[src/shared/csc_pkg.sv]
// Package: register map, field positions and carrier types of the conversion sequence control
package csc_pkg;
  localparam logic [3:0] CSC_ADDR_CTRL = 4'h0;
  localparam logic [3:0] CSC_ADDR_STATUS = 4'h4;
  localparam logic [3:0] CSC_ADDR_CHAN = 4'h8;
  localparam int CSC_POS_JUSTIFY = 7;
  localparam int CSC_POS_SIGNED = 6;
  localparam int CSC_POS_SCAN = 5;
  localparam int CSC_POS_MULTI = 4;
  localparam int CSC_POS_RSVD = 3;
  localparam logic [7:0] CSC_CTRL_RESET = 8'h00;
  localparam logic [7:0] CSC_CTRL_WMASK = 8'hF7;
  localparam logic [2:0] CSC_CHAN_MAX = 3'h7;
  localparam logic [3:0] CSC_LEN_ONE = 4'h1;

  typedef struct packed {
    logic justify_right;
    logic signed_fmt;
    logic scan;
    logic multi;
    logic [2:0] chan_start;
  } csc_cfg_t;

  typedef struct packed {
    logic valid;
    logic [2:0] chan;
    logic justify_right;
    logic signed_fmt;
    logic abort;
  } csc_conv_req_t;

  typedef enum logic [1:0] {
    CSC_IDLE = 2'b00,
    CSC_REQ = 2'b01,
    CSC_WAIT = 2'b10
  } csc_state_t;
endpackage : csc_pkg

[src/logic/csc_chan_step.sv]
// Channel code stepper for multi-channel sequences
`timescale 1ns/100ps
`default_nettype none
module csc_chan_step
  import csc_pkg::*;
(
  input wire logic [2:0] cur,
  input wire logic multi,
  output logic [2:0] nxt
);
  // Explicit compare wraps from the top code back to zero; a clear multi bit holds the code
  assign nxt = multi ? ((cur == CSC_CHAN_MAX) ? 3'h0 : 3'(cur + 3'h1)) : cur; // [RL8] [RL9]
endmodule : csc_chan_step
`default_nettype wire

[src/logic/csc_seq_ctrl.sv]
// Conversion sequence controller with Avalon-MM register slave
`timescale 1ns/100ps
`default_nettype none
// Notes on behaviour
// RL1: Any control write aborts the running sequence and starts a new one.
// RL2: Bit 7 clear gives left justified results, set gives right justified.
// RL3: Bit 6 clear gives unsigned results, set gives two's complement signed.
// RL4: Signed format is never applied to right justified results.
// RL5: Bit 5 clear runs one sequence, set repeats sequences continuously.
// RL6: Multi bit clear converts the selected channel for the whole sequence.
// RL7: Multi bit set converts a different channel each time, sequence length many.
// RL8: First channel is the code in bits 2 to 0, then incremented by one.
// RL9: Channel code wraps from its largest to its smallest value.
// RL10: Sequence length comes from a separate configuration input.
// RL11: Register readable and writable anytime; bit 3 reads zero, ignores writes.
module csc_seq_ctrl
  import csc_pkg::*;
(
  input wire logic sys_clk,
  input wire logic nrst,
  input wire logic [3:0] avs_address,
  input wire logic avs_read,
  input wire logic avs_write,
  input wire logic [31:0] avs_writedata,
  input wire logic [3:0] avs_byteenable,
  output logic [31:0] avs_readdata,
  output logic avs_waitrequest,
  input wire logic [3:0] seq_length,
  input wire logic conv_done,
  output csc_conv_req_t conv_req,
  output logic seq_active,
  output logic seq_complete
);
  logic [7:0] ctrl_r;
  csc_state_t state_r;
  csc_state_t state_nxt;
  logic [2:0] chan_r;
  logic [2:0] chan_nxt;
  logic [3:0] count_r;
  logic ack_r;
  logic wait_r;
  logic [31:0] rdata_r;
  csc_conv_req_t req_r;
  logic complete_r;
  logic restart_r;

  function automatic logic [3:0] seq_len_eff(input logic [3:0] len, input logic multi);
    // Zero length is treated as one conversion so a sequence always ends
    seq_len_eff = (len == 4'h0) ? CSC_LEN_ONE : len; // [RL10]
  endfunction : seq_len_eff

  // Bus decode; one wait state per access so every request sees waitrequest high once
  wire access = (avs_read | avs_write) & ~ack_r;
  wire hit_ctrl = (avs_address == CSC_ADDR_CTRL);
  wire hit_status = (avs_address == CSC_ADDR_STATUS);
  wire hit_chan = (avs_address == CSC_ADDR_CHAN);
  // The write lands at the edge where waitrequest is seen low, as the master expects
  wire ctrl_wr = ack_r & avs_write & hit_ctrl & avs_byteenable[0]; // [RL11]
  wire [7:0] ctrl_wval = avs_writedata[7:0] & CSC_CTRL_WMASK; // [RL11]

  csc_cfg_t cfg;
  assign cfg = '{justify_right: ctrl_r[CSC_POS_JUSTIFY], signed_fmt: ctrl_r[CSC_POS_SIGNED],
                 scan: ctrl_r[CSC_POS_SCAN], multi: ctrl_r[CSC_POS_MULTI], chan_start: ctrl_r[2:0]};

  wire [3:0] len_eff = seq_len_eff(seq_length, cfg.multi);
  wire last_conv = (count_r == 4'(len_eff - 4'h1));
  wire step_done = (state_r == CSC_WAIT) & conv_done;

  csc_chan_step u_step (
    .cur(chan_r),
    .multi(cfg.multi), // [RL6] [RL7]
    .nxt(chan_nxt)
  );

  wire [31:0] rd_mux = hit_ctrl ? {24'h0000_00, ctrl_r} :
                       hit_status ? {24'h0000_00, count_r, 2'b00, complete_r, seq_active} :
                       hit_chan ? {29'h0000_0000, chan_r} : 32'h0000_0000;

  always_comb
  begin
    state_nxt = state_r;
    case (state_r)
      CSC_IDLE: state_nxt = restart_r ? CSC_REQ : CSC_IDLE;
      CSC_REQ: state_nxt = CSC_WAIT;
      CSC_WAIT:
      begin
        if (conv_done)
        begin
          if (!last_conv || cfg.scan) // [RL5]
            state_nxt = CSC_REQ;
          else
            state_nxt = CSC_IDLE;
        end
      end
      default: state_nxt = CSC_IDLE;
    endcase
    if (restart_r)
      state_nxt = CSC_REQ; // [RL1]
  end

  always_ff @(posedge sys_clk or negedge nrst)
  begin
    if (!nrst)
    begin
      ack_r <= 1'b0;
      wait_r <= 1'b1;
      rdata_r <= 32'h0000_0000;
    end
    else
    begin
      ack_r <= access;
      wait_r <= ~access;
      rdata_r <= (access & avs_read) ? rd_mux : rdata_r;
    end
  end

  always_ff @(posedge sys_clk or negedge nrst)
  begin
    if (!nrst)
      ctrl_r <= CSC_CTRL_RESET;
    else if (ctrl_wr)
      ctrl_r <= ctrl_wval; // [RL11]
  end

  // Restart is taken one cycle after the write so the new settings are in place
  always_ff @(posedge sys_clk or negedge nrst)
  begin
    if (!nrst)
      restart_r <= 1'b0;
    else
      restart_r <= ctrl_wr; // [RL1]
  end

  always_ff @(posedge sys_clk or negedge nrst)
  begin
    if (!nrst)
    begin
      state_r <= CSC_IDLE;
      chan_r <= 3'h0;
      count_r <= 4'h0;
    end
    else
    begin
      state_r <= state_nxt;
      if (restart_r)
      begin
        chan_r <= cfg.chan_start; // [RL1] [RL8]
        count_r <= 4'h0;
      end
      else if (step_done)
      begin
        // A new scan pass restarts at the start code, not the wrapped one
        chan_r <= last_conv ? cfg.chan_start : chan_nxt; // [RL7] [RL9]
        count_r <= last_conv ? 4'h0 : 4'(count_r + 4'h1); // [RL7]
      end
    end
  end

  always_ff @(posedge sys_clk or negedge nrst)
  begin
    if (!nrst)
    begin
      req_r <= '0;
      complete_r <= 1'b0;
    end
    else
    begin
      req_r.valid <= (state_r == CSC_REQ) & ~restart_r;
      req_r.chan <= chan_r; // [RL6]
      req_r.justify_right <= cfg.justify_right; // [RL2]
      req_r.signed_fmt <= cfg.signed_fmt & ~cfg.justify_right; // [RL3] [RL4]
      req_r.abort <= restart_r; // [RL1]
      if (restart_r)
        complete_r <= 1'b0;
      else if (step_done & last_conv & ~cfg.scan)
        complete_r <= 1'b1; // [RL5]
    end
  end

  always_ff @(posedge sys_clk or negedge nrst)
  begin
    if (!nrst)
      seq_active <= 1'b0;
    else
      seq_active <= (state_nxt != CSC_IDLE);
  end

  assign avs_readdata = rdata_r;
  assign avs_waitrequest = wait_r;
  assign conv_req = req_r;
  assign seq_complete = complete_r;
endmodule : csc_seq_ctrl
`default_nettype wire

[config.mk]
export PLATFORM = sky130hd
export DESIGN_NAME = csc_seq_ctrl
export DESIGN_NICKNAME = d
export VERILOG_FILES = /design/src/shared/csc_pkg.sv /design/src/logic/csc_chan_step.sv /design/src/logic/csc_seq_ctrl.sv
export SDC_FILE = /design/constraint.sdc
export NUM_CORES = 1
export LEC_CHECK = 0
export BUFFER_PORTS_ARGS = -buffer_cell sky130_fd_sc_hd__buf_2
export CAP_MARGIN = 25
export CORE_ASPECT_RATIO = 1.1
export CORE_MARGIN = 8
export CORE_UTILIZATION = 49
export CTS_CLUSTER_DIAMETER = 150
export DETAILED_ROUTE_END_ITERATION = 16
export PLACE_DENSITY = 0.84
export SETUP_SLACK_MARGIN = 0.4
export SLEW_MARGIN = 0
export SYNTH_ARGS = -nofsm -noshare
export SYNTH_HDL_FRONTEND = slang
export SYNTH_SLANG_ARGS = --single-unit
[constraint.sdc]
create_clock -name sys_clk -period 3.4 [get_ports sys_clk]
set_clock_uncertainty 0.2 [all_clocks]
set_input_delay 0.51 -clock sys_clk [delete_from_list [all_inputs] [get_ports sys_clk]]
set_output_delay 0.51 -clock sys_clk [all_outputs]
set_load 0.01 [all_outputs]
==> results.yml <==
pwr:
  finalPower_uw: 906
  p_int_uw: 655
  power_density_nw_per_um2: 444
  switching_share_pct: 27.7
  p_leak_uw: 0.00108
  p_switching_uw: 251
  seq_power_share_pct: 53.2
  max-vdd-ir-drop_mv: 0.298
  clock_power_share_pct: 31.8
  combPwrFrac_pct: 14.9
cts:
  ctsHoldBuffers: 0
  clockBufferDepth: 2
  htreeDepth: 2
  postCtsSetupBuffers: 0
  cts_buffers: 5
  clockRootBuffer: "clkbuf_8"
  cts_tree: "done"
  clock_sinks: 35
  clk_pin_slew_ns: 0.07
  clock_latency_ns: 0.29
  ctsResizeCount: 0
critical_path:
  r2r_cells: 6
  crit_start: "seq_length[3]"
  cp_data_required_time_ns: 3.33
  slowest_delay_ns: 0.37
  r2r_start: "count_r[2]"
  worst-setup-path-type: "input port to register"
  cp_slowest_cell: "a21o_1"
  cp.arrival_ns: 2.36
  cp-end-kind: "register"
  r2r_slack_ns: 1.34
  critical_path.max_fanout: 11
  worstPathCellList: "buf_2 > nor3_1 > nor2_1 > ha_1 > xnor2_1 > xnor2_1 > a211oi_2 > a21o_1 > mux2i_1 > o22ai_1"
  crit_top_cell: "xnor2_1"
  start_kind: "input port"
synthesis:
  yosysUniqueCellTypes: 37
  synth.avg_cell_area_um2: 10.6
  synth-edff-count: 0
  synth.most_common_cell: "dfrtp_1"
  ys_async_sr_fraction_pct: 100
  postSynthRegisterBits: 35
  seq_area_frac_synth_pct: 47.8
  netlist_area_um2: 1830
  yosys.area.top_type: "dfrtp_1"
  synthTopCellsByCount: "34 x dfrtp_1, 25 x buf_4, 19 x nand2_1"
  synth.top_cell.area_share_pct: 46.4
  synth_area_leaders: "dfrtp_1 46%, buf_4 10%, mux2_2 4.9%"
  synth-warning-count: 0
  synthCells: 173
  ys.flop_type: "dfrtp_1"
final_layout:
  n_antenna_cell: 0
  fin_nets: 267
  final_cells: 263
  nFillCells: 324
  layout-drive-gt1-share_pct: 26.3
  area_growth_pct: 11.4
global_routing:
  grt_pass1_wl_mm: 6.10
  grt_max_degree: 36
  grt_use_met3_pct: 3.61
  grt.busiest_layer: "met2"
  grt_pass1_vias: 1353
  antenna_found_initial: 0
  grtUsageTotal_pct: 13.1
  grtUsageMet2_pct: 23.9
  grtUsageMet1_pct: 13.9
  grt-ovfl-total: 0
timing:
  rsz0062_at_grt: "false"
  maxSlewHeadroom_pct: 49.7
  period_minus_slack_ns: 2.42
  finalSetupViolCount: 0
  whs_ns: 0.0821
  fmax_mhz: 413
  worst_pin_slew_ns: 0.755
  finalCritPeriodShare_pct: 71.2
  finalSetupTns_ns: 0
  drv_slew: 0
  hold_violations: 0
drt:
  wl_mm: 3.79
  drt_first_iter_violations: 60
  wl_per_cell_um: 14.4
  remaining_drc_errors: 0
  drtAntennaViolNets: 0
  viasPerCell: 5.02
  firstDrtPassIters: 6
  vias: 1319
placed_design:
  dp_cells: 255
  place_congestion: 0.784
  port_buffers: 37
  place_hpwl_mm: 2.91
floorplan:
  rows: 23
  coreArea_um2: 3630
  ioPinCount: 91
  die_area_um2: 5960
  start_util_pct: 50.6
  die_y_um: 80.2
  fp.dieW_um: 74.3
flow_run:
  cap_viol_max_count: 0
worst_hold_path:
  hp-class: "input port to asynchronous set/reset pin"
run_status:
  status: "completed"
## path summary, 6_finish.rpt
check                             endpoint
min in group sys_clk           conv_req[2]
hold / removal             avs_readdata[2]
hold reg to reg                conv_req[2]
setup / recovery                 chan_r[0]
setup reg to reg                 chan_r[0]
max in group asynchronous       state_r[0]
## sequential cells by signal, summed over array words and instances, names as in the netlist
signal and count:
seq_active 1, state_r 2, chan_r 3, ctrl_r 7, ack_r 1, conv_req 7, restart_r 1, seq_complete 1
avs_waitrequest 1, count_r 4, avs_readdata 7
## placed cells by master, fill, tap and decap left out, types with 2 or more instances in the layout
cell type and instances:
o21ai_0 6, inv_1 9, o22ai_1 2, nor2_1 6, a21oi_1 2, xnor2_1 2
o31ai_1 6, a21o_1 2, buf_2 37, nor2b_1 3, clkbuf_1 2, a22o_1 2
mux2_2 8, ha_1 6, nand2_1 19, o21a_1 3, nand2b_1 2, mux2i_1 7
clkbuf_8 5, nor3_1 6, nand3_1 3, dfrtp_1 34, o221a_1 2, conb_1 25
## routing by layer
metal,routed length (µm),vias to the layer above
met3,269,4
met4,33,0
met1,1470,659
met2,2020,32
met5,0,-
li1,-,624
## power groups by stage
stage | Sequential, µW | Combinational [µW] | Clock, µW
global route | 488 | 154 | 307
floorplan | 490 | 102 | 0
global placement | 488 | 131 | 0
CTS | 483 | 136 | 292
finish | 482 | 135 | 289
detailed placement | 491 | 136 | 0
## per-stage QoR
stage,setup slack [ns],instance area (µm²),util [%]
global route,0.789,2040,56.3
finish,0.978,2040,56.3
global placement,0.719,1960,54.1
CTS,0.975,2040,56.3
detailed placement,0.686,1960,54.1
floorplan,1.10,1920,-
## cell families (layout without fill, tap and decap cells)
family	count (synthesis)	after routing	share of synthesized area (%)
AND/OR/NAND/NOR	46	46	12.7
buffers and inverters	38	54	13.3
flip-flops	35	35	47.9
AO/OA/AOI/OAI	29	29	11.7
multiplexers	15	15	8.74
adder cells (fa/ha/maj)	6	6	4.10
XOR/XNOR	3	3	1.43
other	1	25	0.205
## critical path: cells and delay by family
kind | cells | cell delay (ns)
multiplexers | 1 | 0.26
AO/OA/AOI/OAI | 3 | 0.66
adder cells (fa/ha/maj) | 1 | 0.21
buffers and inverters | 1 | 0.12
AND/OR/NAND/NOR | 2 | 0.31
XOR/XNOR | 2 | 0.28
## cell type report
cell class,instances,area (µm²),area share (%)
Multi-Input combinational cell,124,802,39.3
Tap cell,50,62.6,3.06
Inverter,9,33.8,1.65
Timing Repair Buffer,37,185,9.07
Clock buffer,7,76.3,3.74
Sequential cell,35,877,43.0
Clock inverter,1,5.00,0.245
No activity file was read; power rests on OpenSTA's default activity.
